$ cat config.mk
export PLATFORM = sky130hd
export DESIGN_NAME = spi_access
export DESIGN_NICKNAME = d
export VERILOG_FILES = /design/src/design/spi_access_pkg.sv /design/src/design/status_byte_build.sv /design/src/design/spi_access.sv
export SDC_FILE = /design/constraint.sdc
export NUM_CORES = 1
export LEC_CHECK = 0
export ABC_AREA = 1
export BUFFER_PORTS_ARGS = -buffer_cell sky130_fd_sc_hd__buf_2
export CORE_ASPECT_RATIO = 0.5
export CORE_UTILIZATION = 50
export CTS_CLUSTER_DIAMETER = 30
export CTS_CLUSTER_SIZE = 8
export DETAILED_ROUTE_END_ITERATION = 8
export GPL_TIMING_DRIVEN = 0
export PLACE_DENSITY_LB_ADDON = 0.2
export SLEW_MARGIN = 20
export SYNTH_ARGS = -nofsm -noshare
export SYNTH_HDL_FRONTEND = slang
export SYNTH_SLANG_ARGS = --single-unit
$ cat constraint.sdc
create_clock -name REF_CLK -period 33.7 [get_ports REF_CLK]
set_input_delay 3.37 -clock REF_CLK [delete_from_list [all_inputs] [get_ports REF_CLK]]
set_output_delay 3.37 -clock REF_CLK [all_outputs]
set_load 0.02 [all_outputs]
$ cat src/design/spi_access_pkg.sv
// Package with constants for the serial status and strobe access block.
package spi_access_pkg;
   localparam int HDR_RW_BIT = 7;
   localparam int HDR_BURST_BIT = 6;
   localparam logic [5:0] CFG_LAST_ADDR = 6'h2E;
   localparam logic [5:0] STROBE_FIRST_ADDR = 6'h30;
   localparam logic [5:0] STROBE_LAST_ADDR = 6'h3D;
   localparam logic [5:0] CHIP_RESET_ADDR = 6'h30;
   localparam logic [5:0] CRYSTAL_OFF_ADDR = 6'h32;
   localparam logic [5:0] POWER_DOWN_ADDR = 6'h39;
   localparam logic [5:0] FLUSH_RECEIVE_ADDR = 6'h3A;
   localparam logic [5:0] FLUSH_TRANSMIT_ADDR = 6'h3B;
   localparam int CFG_COUNT = 47;
   localparam logic [7:0] CFG_RESET_VALUE = 8'h00;
   localparam logic [3:0] COUNT_SATURATE = 4'hF;
   localparam int BITS_PER_BYTE = 8;
   typedef enum logic [2:0] {
      IDLE_STATE = 3'h0,
      RECEIVE_STATE = 3'h1,
      TRANSMIT_STATE = 3'h2,
      FAST_TRANSMIT_READY_STATE = 3'h3,
      CALIBRATE_STATE = 3'h4,
      SETTLING_STATE = 3'h5,
      RECEIVE_OVERFLOW_STATE = 3'h6,
      TRANSMIT_UNDERFLOW_STATE = 3'h7
   } main_state_t;
endpackage : spi_access_pkg

$ cat src/design/status_byte_build.sv
// Status byte assembly with saturating FIFO count.
`timescale 1ns/1ps
`default_nettype none
module status_byte_build
   import spi_access_pkg::*;
(
   input wire logic crystal_not_ready_flag,
   input wire logic [2:0] state_code,
   input wire logic transitional,
   input wire logic read_flag,
   input wire logic [6:0] rx_count,
   input wire logic [6:0] tx_free,
   output logic [7:0] status_byte
);
   logic [6:0] cnt;
   always_comb begin
      cnt = read_flag ? rx_count : tx_free;
      status_byte[7] = crystal_not_ready_flag;
      // Settling and calibration may show as idle while the sequencer moves.
      status_byte[6:4] = (transitional && (state_code == 3'h4 || state_code == 3'h5)) ?
                         3'h0 : state_code;
      status_byte[3:0] = (cnt > 7'(COUNT_SATURATE)) ? COUNT_SATURATE : cnt[3:0];
   end
endmodule : status_byte_build
`default_nettype wire

$ cat src/design/spi_access.sv
// Serial slave front end: header decode, register file, strobes, status.
`timescale 1ns/1ps
`default_nettype none
module spi_access
   import spi_access_pkg::*;
(
   input wire logic REF_CLK,
   input wire logic RSTN,
   input wire logic SCLK,
   input wire logic CS_N,
   input wire logic SI,
   output logic SO,
   output logic SO_OE_N,
   input wire logic CRYSTAL_STABLE,
   input wire logic [2:0] MAIN_STATE,
   input wire logic TRANSITIONAL,
   input wire logic [6:0] RX_COUNT,
   input wire logic [6:0] TX_FREE,
   input wire logic [7:0] STATUS_REG_DATA,
   output logic [5:0] STATUS_REG_ADDR,
   output logic [5:0] STROBE_ADDR,
   output logic STROBE_PULSE,
   output logic CORE_POWERED,
   output logic OTHERS_POWERED
);
   typedef struct packed {
      logic [2:0] sclk_s;
      logic [1:0] cs_s;
      logic [1:0] si_s;
      logic active;
      logic [2:0] bitc;
      logic [7:0] sh_in;
      logic [7:0] sh_out;
      logic hdr_done;
      logic rd;
      logic burst;
      logic [5:0] addr;
      logic [5:0] pend_strobe;
      logic pend_valid;
      logic [5:0] strobe_addr;
      logic strobe_pulse;
      logic so;
      logic so_oe_n;
   } state_t;
   state_t q, d;
   logic [7:0] cfg_q [CFG_COUNT];
   logic cfg_we;
   logic [5:0] cfg_wa;
   logic [7:0] cfg_wd;
   logic [7:0] status_byte;
   logic rst_n;
   logic [1:0] rst_sync_q;
   logic rise;
   logic fall;
   logic [7:0] byte_in;
   logic [7:0] rd_byte;
   logic [5:0] haddr;

   assign rst_n = rst_sync_q[1];
   // Before the header is in, the first bit the master sets up is the read flag.
   // The count bits leave the shifter only after the first clock, so they can follow it.
   status_byte_build u_status (
      .crystal_not_ready_flag(~CRYSTAL_STABLE),
      .state_code(MAIN_STATE),
      .transitional(TRANSITIONAL),
      .read_flag(q.hdr_done ? q.rd : q.si_s[1]),
      .rx_count(RX_COUNT),
      .tx_free(TX_FREE),
      .status_byte(status_byte)
   );

   always_comb begin
      d = q;
      d.sclk_s = {q.sclk_s[1:0], SCLK};
      d.cs_s = {q.cs_s[0], CS_N};
      d.si_s = {q.si_s[0], SI};
      d.strobe_pulse = 1'b0;
      cfg_we = 1'b0;
      cfg_wa = q.addr;
      cfg_wd = 8'h00;
      rise = q.sclk_s[1] && !q.sclk_s[2];
      fall = !q.sclk_s[1] && q.sclk_s[2];
      byte_in = {q.sh_in[6:0], q.si_s[1]};
      haddr = byte_in[5:0];
      rd_byte = (q.addr <= CFG_LAST_ADDR) ? cfg_q[q.addr] : 8'h00;
      if (q.cs_s[1]) begin
         // Select high ends any burst and cancels a partial byte.
         d.active = 1'b0;
         d.hdr_done = 1'b0;
         d.bitc = 3'h0;
         d.so_oe_n = 1'b1;
         if (q.pend_valid) begin
            d.strobe_addr = q.pend_strobe;
            d.strobe_pulse = 1'b1;
            d.pend_valid = 1'b0;
         end
      end else begin
         d.so_oe_n = 1'b0;
         if (!q.active) begin
            d.active = 1'b1;
            d.sh_out = {status_byte[6:0], 1'b0};
            d.so = status_byte[7];
         end
         if (!q.hdr_done && q.bitc == 3'h0) begin
            // Keep the ready flag live while the master waits for it.
            // Bit 7 already stands on the pin, so the shifter holds the bits after it.
            d.so = status_byte[7];
            d.sh_out = {status_byte[6:0], 1'b0};
         end
         if (rise) begin
            d.sh_in = byte_in;
            d.bitc = q.bitc + 3'h1;
            if (q.bitc == 3'(BITS_PER_BYTE - 1)) begin
               if (!q.hdr_done) begin
                  d.rd = byte_in[HDR_RW_BIT];
                  d.burst = byte_in[HDR_BURST_BIT];
                  d.addr = haddr;
                  d.hdr_done = 1'b1;
                  if (haddr >= STROBE_FIRST_ADDR && haddr <= STROBE_LAST_ADDR
                      && !byte_in[HDR_BURST_BIT]) begin
                     d.hdr_done = 1'b0;
                     if (haddr == POWER_DOWN_ADDR || haddr == CRYSTAL_OFF_ADDR) begin
                        d.pend_strobe = haddr;
                        d.pend_valid = 1'b1;
                     end else begin
                        d.strobe_addr = haddr;
                        d.strobe_pulse = 1'b1;
                     end
                  end
               end else begin
                  if (!q.rd && q.addr <= CFG_LAST_ADDR) begin
                     cfg_we = 1'b1;
                     cfg_wd = byte_in;
                  end
                  if (q.burst && q.addr <= CFG_LAST_ADDR) begin
                     d.addr = q.addr + 6'h01;
                  end else begin
                     d.hdr_done = 1'b0;
                  end
               end
            end
         end
         if (fall) begin
            if (q.bitc == 3'h0 && q.hdr_done && q.rd) begin
               // Read data replaces status after the header.
               if (q.addr >= STROBE_FIRST_ADDR && q.burst) begin
                  d.sh_out = {STATUS_REG_DATA[6:0], 1'b0};
                  d.so = STATUS_REG_DATA[7];
               end else begin
                  d.sh_out = {rd_byte[6:0], 1'b0};
                  d.so = rd_byte[7];
               end
            end else if (q.bitc == 3'h0) begin
               d.sh_out = {status_byte[6:0], 1'b0};
               d.so = status_byte[7];
            end else begin
               d.so = q.sh_out[7];
               d.sh_out = {q.sh_out[6:0], 1'b0};
            end
         end
      end
   end

   always_ff @(posedge REF_CLK or negedge RSTN) begin
      if (!RSTN) begin
         rst_sync_q <= 2'b00;
      end else begin
         rst_sync_q <= {rst_sync_q[0], 1'b1};
      end
   end

   always_ff @(posedge REF_CLK or negedge rst_n) begin
      if (!rst_n) begin
         q.sclk_s <= 3'h0;
         q.cs_s <= 2'b11;
         q.si_s <= 2'b00;
         q.active <= 1'b0;
         q.bitc <= 3'h0;
         q.sh_in <= 8'h00;
         q.sh_out <= 8'h00;
         q.hdr_done <= 1'b0;
         q.rd <= 1'b0;
         q.burst <= 1'b0;
         q.addr <= 6'h00;
         q.pend_strobe <= 6'h00;
         q.pend_valid <= 1'b0;
         q.strobe_addr <= 6'h00;
         q.strobe_pulse <= 1'b0;
         q.so <= 1'b1;
         q.so_oe_n <= 1'b1;
      end else begin
         q.sclk_s <= d.sclk_s;
         q.cs_s <= d.cs_s;
         q.si_s <= d.si_s;
         q.active <= d.active;
         q.bitc <= d.bitc;
         q.sh_in <= d.sh_in;
         q.sh_out <= d.sh_out;
         q.hdr_done <= d.hdr_done;
         q.rd <= d.rd;
         q.burst <= d.burst;
         q.addr <= d.addr;
         q.pend_strobe <= d.pend_strobe;
         q.pend_valid <= d.pend_valid;
         q.strobe_addr <= d.strobe_addr;
         q.strobe_pulse <= d.strobe_pulse;
         q.so <= d.so;
         q.so_oe_n <= d.so_oe_n;
      end
   end

   genvar gi;
   generate
      for (gi = 0; gi < CFG_COUNT; gi++) begin : g_cfg
         always_ff @(posedge REF_CLK or negedge rst_n) begin
            if (!rst_n) begin
               cfg_q[gi] <= CFG_RESET_VALUE;
            end else if (cfg_we && cfg_wa == 6'(gi)) begin
               cfg_q[gi] <= cfg_wd;
            end
         end
      end
   endgenerate

   assign SO = q.so;
   assign SO_OE_N = q.so_oe_n;
   assign STROBE_ADDR = q.strobe_addr;
   assign STROBE_PULSE = q.strobe_pulse;
   assign STATUS_REG_ADDR = q.addr;
   // Idle leaves only crystal and core on.
   assign CORE_POWERED = 1'b1;
   assign OTHERS_POWERED = (MAIN_STATE != IDLE_STATE);
endmodule : spi_access
`default_nettype wire

==> summary.txt, run 1 <==
Outcome
  – Status: finished, final reports clean

Global routing
  – GR Util met3: a little under an eighth
  – GR Util met2: approximately 48%
  – Total global routing overflow: 0
  – Total global-route track usage: around 33%
  – Via count of the first global-routing pass: between 15,000 and 20,000
  – Largest net degree at the start of global routing: 54
  – GR peak layer: met2
  – First-pass GRT wire length: 110,000 um
  – Initial antenna violation count: 1
  – Met1 global-route usage: between 40% and 50%

STA
  – Slew Viols, Final: 0
  – Worst-margin pin slew: between 1 and 1.5 ns
  – Post-route minimum period: a little over 7 ns
  – Fmax achieved: ~140 MHz
  – Endpoints failing setup: 0
  – Layout Skew: about 0.024 ns
  – Max-slew headroom: a little under a quarter
  – Hold Vio Cnt, Final: 0
  – Fin Hold WS: around 0.29 ns
  – Final Cycle Share: a little over a fifth
  – RSZ-0062 raised after global routing: false
  – Setup TNS Final: 0 ns

Setup path
  – CP Data Arrival Time: around 3.8 ns
  – Startpoint types: input pin
  – Crit Path Max Fanout: 4
  – Reg2Reg Depth: 16
  – Worst Path Class, Setup: input pin to output pin
  – R2R Path End: cfg_q[246]$_DFFE_PN0P_
  – Reg-to-reg slack, setup: slightly below 30 ns
  – Reg-to-reg startpoint: STATUS_REG_ADDR[0]$_DFFE_PN0P_
  – CP Data Required Time: 30.33 ns
  – Worst setup EP type: output pin

Clock network
  – Post-CTS Repair Setup Buffers: 0
  – # clock sinks: 428
  – Clk slew on worst S/H paths: ~0.050 ns
  – CTS max path bufs: 3
  – CTS tree: done
  – CTS buffer count: 70
  – Hold-fix buffers, CTS: 0
  – Post_cts resized: 0
  – Clock Tree Root: clkbuf_16
  – Worst-Skew Late Latency: about 0.60 ns
  – H-tree depth: 3

Yosys
  – Synthesized area: 21,900 um^2
  – Unique masters post-synth: 43
  – Cell taking the most area after synthesis: dfrtp_1
  – Post-Syn Instances: ~2,800
  – Syn_area_per_cell: 7.75 um^2
  – EDFF count, synth: 0
  – Sequential fraction of the synthesis area: 48.8%
  – Yosys reg bits: about 430
  – Ranking of synthesized cells by area: dfrtp_1 (48%), nand2_1 (20%), o21ai_2 (5.6%)
  – Ys Warns: 0
  – Ys async rst share: between 90% and 100%
  – Post-synth top cells: nand2_1 (1,152), dfrtp_1 (424), inv_1 (307)
  – Count leader, synth: nand2_1
  – Synth top area share: 48.4%
  – Main synth FF type: dfrtp_1

Finish
  – Nets@finish: approximately 3,000
  – ANT cells: 0
  – Proportion of layout cells with a drive suffix above 1: between 10% and 20%
  – Synthesis-to-layout area growth: 15.2%
  – # fillers: 3,826

Die
  – Core area: 42,600 um^2
  – DIE AREA: 44,800 um^2
  – Die X: around 300 um
  – Initial Util: about half
  – Row Count: 53
  – I/O pin cnt: between 40 and 50
  – Die Y: about 150 um

Pwr
  – Clock power share: 54.2%
  – VDD IR max: between 0.03 and 0.04 mV
  – Sw power: around 0.29 mW
  – Sw Share: a little under a quarter
  – Comb pwr share: ~3.6%
  – Pint: about 0.95 mW
  – Pwr dens: 49.2 nW/um^2
  – Power, Total: between 1 and 1.5 mW
  – P_leak: about 13 nW
  – Reg power frac: between 40% and 50%

Route
  – Routed vias/inst: around 5.5
  – Drt wl/cell: 20.3 um
  – DRT Wirelength: 72,500 um
  – TritonRoute pass-1 iters: 9
  – Vias: just under 20,000
  – Initial DRC Count: about 2,500
  – DR DRC count: 0
  – Post-route ant nets: 0

Place
  – Port Buf Inserts: 47
  – DP HPWL: approximately 51,000 um
  – Placer Congestion: just over 1

Worst hold path
  – Worst hold-check path type: flop to async pin

Job
  – Max-cap violations: 0
==> how the worst max path moves through the flow <==
stage	from	end	slack, ns	depth (start not counted)
2_1_floorplan	rst_sync_q[1]$_DFF_PN0_	STATUS_REG_ADDR[0]$_DFFE_PN0P_	20.89	0
3_3_place_gp	rst_sync_q[1]$_DFF_PN0_	cfg_q[286]$_DFFE_PN0P_	15.54	0
3_5_place_dp	MAIN_STATE[1]	OTHERS_POWERED	26.52	4
4_1_cts	MAIN_STATE[1]	OTHERS_POWERED	26.52	4
5_1_grt	MAIN_STATE[1]	OTHERS_POWERED	26.47	4
6_report	MAIN_STATE[1]	OTHERS_POWERED	26.51	4
==> placed cells by master (no fill, tap or decap), drive strengths merged <==
| cell type | count |
|---|---|
| clkinv | 7 |
| or2 | 2 |
| nand3b | 1 |
| nor4 | 1 |
| nand4 | 1 |
| conb | 2 |
| a31oi | 1 |
| o221ai | 1 |
| nand3 | 141 |
| a41oi | 1 |
| ha | 7 |
| o211ai | 3 |
| clkbuf | 172 |
| clkinvlp | 2 |
| a211oi | 1 |
| bufinv | 3 |
| dfrtp | 424 |
| buf | 154 |
| inv | 317 |
| nor3 | 15 |
| xor2 | 2 |
| a21oi | 8 |
| nor2 | 60 |
| a22oi | 5 |
| dfstp | 4 |
| o21ai | 467 |
| a221oi | 6 |
| nand2 | 1189 |
==> sequential cells by signal (all words and copies together), names as in the netlist <==
name,count
byte_in,8
STATUS_REG_ADDR,6
SO,1
d,4
SO_OE_N,1
STROBE_ADDR,6
cfg_q,376
q,23
STROBE_PULSE,1
rst_sync_q,2
==> cell type report <==
type	instances	area, um^2	share of cell area [%]
Sequential cell	428	10700	42.4
Multi-Input combinational cell	1914	9000	35.6
Clock buffer	95	1960	7.75
Inverter	314	1180	4.67
Buffer	175	1050	4.14
Tap cell	577	722	2.86
Timing Repair Buffer	56	475	1.88
Clock inverter	15	170	0.673
==> per-layer routing <==
layer  vias up  part of all wire (%)
met3       181                    12
met1      9349                    43
met5         -                  0.13
met2      1039                    42
met4         2                   2.8
li1       9089                     -
==> critical path: stages <==
cell and delay, ns:
buf_2 0.11, inv_1 0.09, nand3_1 0.08, buf_2 0.16
==> per-stage QoR <==
stage               cell area, um^2  setup slack, ns  utilization [%]  std cells
floorplan                     21900            20.89                -       2831
global placement              22900            15.54             53.7       3455
detailed placement            23100            26.52             54.3       3464
CTS                           25300            26.52             59.3       3574
global route                  25300            26.47             59.3       3574
finish                        25300            26.51             59.3       3574
==> power by group through the flow <==
stage	Sequential [mW]	Combinational [mW]	Clock [mW]
floorplan	0.538	0.0164	0
global placement	0.542	0.0313	0
detailed placement	0.533	0.0447	0
CTS	0.524	0.0450	0.675
global route	0.525	0.0491	0.701
finish	0.524	0.0451	0.674
==> kinds of logic (layout without fill, tap and decap cells) <==
logic type,count (synthesis),after routing,synth area share (%)
buffers and inverters,489,655,10.2
AOI/OAI and AO/OA,493,493,13.9
xor gates and xnor gates,2,2,0.0799
DFF,428,428,48.8
adders and majority gates,7,7,0.399
other,1,2,0.0171
and+or+nand+nor,1410,1410,26.6
Power figures use the tool's default switching activity.
==> run 2: changes to the inputs <==
--- a/config.mk
+++ b/config.mk
@@ -5,7 +5,7 @@
 export SDC_FILE = /design/constraint.sdc
 export NUM_CORES = 1
 export LEC_CHECK = 0
-export ABC_AREA = 1
+export ABC_AREA = 0
 export BUFFER_PORTS_ARGS = -buffer_cell sky130_fd_sc_hd__buf_2
 export CORE_ASPECT_RATIO = 0.5
 export CORE_UTILIZATION = 50
==> constraint.sdc (replaced) <==
create_clock -name REF_CLK -period 5.82 [get_ports REF_CLK]
set_input_delay 0.582 -clock REF_CLK [delete_from_list [all_inputs] [get_ports REF_CLK]]
set_output_delay 0.582 -clock REF_CLK [all_outputs]
set_load 0.02 [all_outputs]
==> run 2 against run 1 <==
Synthesized cell count down 39%. Synthesized area down 11%. Power rose to 5.8 times the previous value. Routed wire length down 18%. Core utilization up 0.62 points. Worst hold slack worse by 0.18 ns. Via count down 25%. Sequential power rose to 5.9 times the previous value. Cell area down 10%. Worst setup slack worse by 25 ns. Critical path type is now flop to flop. Global-route usage down 2.1 points.
==> summary.txt, run 2 <==
STA
  – RSZ-0062 raised after global routing: false
  – Slew Viols, Final: 0 (unchanged)
  – Layout Skew: 0.0271 ns (+0.00305 ns)
  – Post-route minimum period: approximately 4.7 ns
  – Fin Hold WS: 0.109 ns (-0.178 ns)
  – Endpoints failing setup: 0 (unchanged)
  – Hold Vio Cnt, Final: 0 (unchanged)
  – Fmax achieved: ~210 MHz
  – Max-slew headroom: 14.6% (-8.4 points)
  – Setup TNS Final: 0 ns (unchanged)
  – Final Cycle Share: slightly above 80%
  – Worst-margin pin slew: 1.28 ns (+0.127 ns)

Die
  – Initial Util: 51.5% (about the same)
  – I/O pin cnt: 49 (unchanged)
  – Core area: 37,900 um^2 (-11%)
  – Die Y: 142 um (-5.6%)
  – Die X: 281 um (-5.7%)
  – DIE AREA: 39,900 um^2 (-11%)
  – Row Count: 50 (-5.7%)

Setup path
  – Critical path buffers and inverters: 8 (+5)
  – R2R Path End: cfg_q[285]$_DFFE_PN0P_
  – Reg2Reg Depth: 14 (-2)
  – CP Data Required Time: 6.23 ns (-24.10 ns)
  – Crit path max-delay cell type: clkbuf_1
  – Crit-path cells: buf_2 -> buf_6 -> buf_4 -> buf_4 -> buf_4 -> inv_1 -> ha_1 -> buf_2 -> and4b_1 -> o21ai_1 -> nor2b_1 -> nand2_1 -> clkbuf_1 -> o21ai_0
  – Reg-to-reg startpoint: STATUS_REG_ADDR[0]$_DFFE_PN0P_
  – Worst Path Class, Setup: flop to flop
  – Worst setup EP type: flop
  – Reg-to-reg slack, setup: 1.13 ns (-28.29 ns)
  – Startpoint types: flop
  – Crit Path Max Fanout: 11 (+7)
  – Worst path max stage delay: 0.57 ns (+0.41 ns)
  – Delay-heaviest family, CP: buffers and inverters
  – Most common cell on crit path: buf_4
  – CP Data Arrival Time: 5.11 ns (+1.29 ns)

Clock network
  – # clock sinks: 428 (unchanged)
  – Worst-Skew Late Latency: 0.59 ns (about the same)
  – Clock Tree Root: clkbuf_16
  – CTS max path bufs: 3 (unchanged)
  – Clk slew on worst S/H paths: 0.05 ns (about the same)
  – Post_cts resized: 0 (unchanged)
  – CTS tree: done
  – CTS buffer count: 69 (-1.4%)
  – H-tree depth: 3 (unchanged)

Finish
  – Final core utilization: 59.9% (+0.62 points)
  – Nets@finish: 1,903 (-37%)
  – Proportion of layout cells with a drive suffix above 1: 21.6% (+6.5 points)
  – Max reg flops: 376 (unchanged)
  – Most common cell after layout, fill and taps aside: dfrtp_1
  – Biggest register: cfg_q
  – # fillers: 3,129 (-18%)
  – Commonest non-fill, non-tap cells in the layout: dfrtp_1 (423), nand2_1 (336), o21ai_0 (293), mux2_2 (129), clkbuf_1 (121)
  – Cell Count, Final, Fillers Out: 2,414 (-32%)
  – Synthesis-to-layout area growth: 16.4%

Route
  – Post-route ant nets: 0 (unchanged)
  – TritonRoute pass-1 iters: 7 (-2)
  – Routed vias/inst: 6.11 (+11%)
  – DRT Wirelength: 59,300 um (-18%)
  – Drt wl/cell: 24.6 um (+21%)
  – DR DRC count: 0 (unchanged)
  – Vias: 14,800 (-25%)
  – Initial DRC Count: 1,717 (-31%)

Yosys
  – Sequential fraction of the synthesis area: 54.9% (+6.1 points)
  – Post-synth top cells: dfrtp_1 (424), nand2_1 (336), o21ai_0 (293)
  – Synth Area in XOR/XNOR: 0.0449% (-0.035 points)
  – Mux contribution to synthesized area: 19.0% (+19 points)
  – Ys async rst share: 100% (unchanged)
  – Largest family of logic cells by synthesized area: multiplexers
  – Post-synthesis compound-gate area fraction: 11.2% (-2.7 points)
  – Yosys reg bits: 428 (unchanged)
  – Area share of and/or/nand/nor cells after synthesis: 10.6% (-16 points)
  – Synthesized area: 19,500 um^2 (-11%)
  – Synth Area in Adders: 0.449% (+0.050 points)
  – Count leader, synth: dfrtp_1
  – Cell taking the most area after synthesis: dfrtp_1
  – Unique masters post-synth: 61 (+42%)
  – EDFF count, synth: 0 (unchanged)
  – Post-Syn Instances: 1,736 (-39%)
  – Ys Warns: 0 (unchanged)
  – Main synth FF type: dfrtp_1
  – Syn_area_per_cell: 11.2 um^2 (+45%)
  – Synth top area share: 54.4% (+6.0 points)
  – Ranking of synthesized cells by area: dfrtp_1 (54%), mux4_2 (9.1%), o21ai_0 (7.5%)

Worst hold path
  – Worst hold-check path type: input pin to flop
  – WHS Path Cells: 1
  – Hold endpoint: d[50]$_DFF_PN0_
  – Hold_sp: SCLK

Pwr
  – Pwr dens: 317 nW/um^2 (+540%)
  – P_leak: 10.1 nW (-19%)
  – VDD IR max: 0.194 mV (+470%)
  – Power, Total: 7.20 mW (+480%)

Outcome
  – Status: finished, final reports clean

Place
  – Inst Count DP: 2,312 (-33%)
  – Port Buf Inserts: 47 (unchanged)
  – DP HPWL: 41,900 um (-18%)
  – Placer Congestion: 1.05 (+1.4%)

Global routing
  – Via count of the first global-routing pass: 14,400 (-22%)
  – First-pass GRT wire length: 90,600 um (-18%)
  – Total global routing overflow: 0 (unchanged)
  – Initial antenna violation count: 3 (+2)
  – Total global-route track usage: 31.0% (-2.1 points)
  – Largest net degree at the start of global routing: 58 (+7.4%)

Job
  – Max-cap violations: 0 (unchanged)
[run 2: changes by cell type after synthesis, moves of 79 or more]
cell     change
inv_1      -297
mux2_2     +129
mux4_2      +79
nand2_1    -816
nand3_1    -106
o21ai_1     -98
o21ai_2    -141
[run 2: kinds of logic after synthesis]
logic type | count (synthesis)
and+or+nand+nor | 485
DFF | 428
AOI/OAI and AO/OA | 391
muxes | 255
buffers and inverters | 168
adders and majority gates | 7
other | 1
xor gates and xnor gates | 1
[run 2: final cells by class]
type | instances | area, um^2 | share of cell area [%]
timing repair buffer | 56 | 458 | 2.02
buffer | 157 | 702 | 3.09
tap | 520 | 651 | 2.87
sequential | 428 | 10700 | 47.2
inverter | 11 | 41.3 | 0.182
multi-input combinational | 1141 | 8070 | 35.5
clock buffer | 88 | 1900 | 8.38
clock inverter | 12 | 164 | 0.722
antenna | 1 | 2.50 | 0.0110
[run 2: worst reg2reg max path, cell delays in order, from the launching register on]
cell	delay, ns
dfrtp_1	0.41
buf_2	0.29
buf_6	0.25
buf_4	0.35
buf_4	0.39
buf_4	0.32
inv_1	0.10
ha_1	0.19
buf_2	0.22
and4b_1	0.34
o21ai_1	0.12
nor2b_1	0.24
nand2_1	0.48
clkbuf_1	0.58
o21ai_0	0.26
[run 2: what timing repair did]
item                      4_1_cts  5_1_grt
hold endpoints to repair        2        0
hold buffers                    1        0
setup buffers                   0        0
[run 2: worst max path at each step]
stage                                               from                              to  slack (ns)  cells after the start
after detailed placement  STATUS_REG_ADDR[0]$_DFFE_PN0P_          cfg_q[299]$_DFFE_PN0P_        1.24                     14
final                     STATUS_REG_ADDR[0]$_DFFE_PN0P_          cfg_q[285]$_DFFE_PN0P_        1.13                     14
after CTS                 STATUS_REG_ADDR[0]$_DFFE_PN0P_          cfg_q[299]$_DFFE_PN0P_        1.21                     14
after global routing      STATUS_REG_ADDR[0]$_DFFE_PN0P_          cfg_q[299]$_DFFE_PN0P_        1.00                     14
after global placement           rst_sync_q[1]$_DFF_PN0_      STROBE_ADDR[4]$_DFFE_PN0P_       -0.11                      0
after floorplan                  rst_sync_q[1]$_DFF_PN0_  STATUS_REG_ADDR[0]$_DFFE_PN0P_        1.63                      0
[run 2: per-stage QoR]
| step | setup WS (ns) | area (um^2) |
|---|---|---|
| 2_1_floorplan | 1.63 | 19500 |
| 3_3_place_gp | -0.114 | 20400 |
| 3_5_place_dp | 1.24 | 20600 |
| 4_1_cts | 1.21 | 22700 |
| 5_1_grt | 1.00 | 22700 |
| 6_report | 1.13 | 22700 |
[run 2: per-layer routing]
metal  share of wire, %  vias to the layer above  global-route usage (%)
met5              0.022                        -                       0
met4                2.4                        2                    8.90
met3                 10                      111                    8.78
met2                 43                      691                    44.3
met1                 45                     7551                    46.1
li1                   -                     6400                       -
[run 2: power breakdown]
group	internal, mW	switching [mW]	total (mW)
logic	0.0897	0.241	0.331
registers	3.01	0.0594	3.07
clock network	2.40	1.40	3.80
total	5.51	1.70	7.20
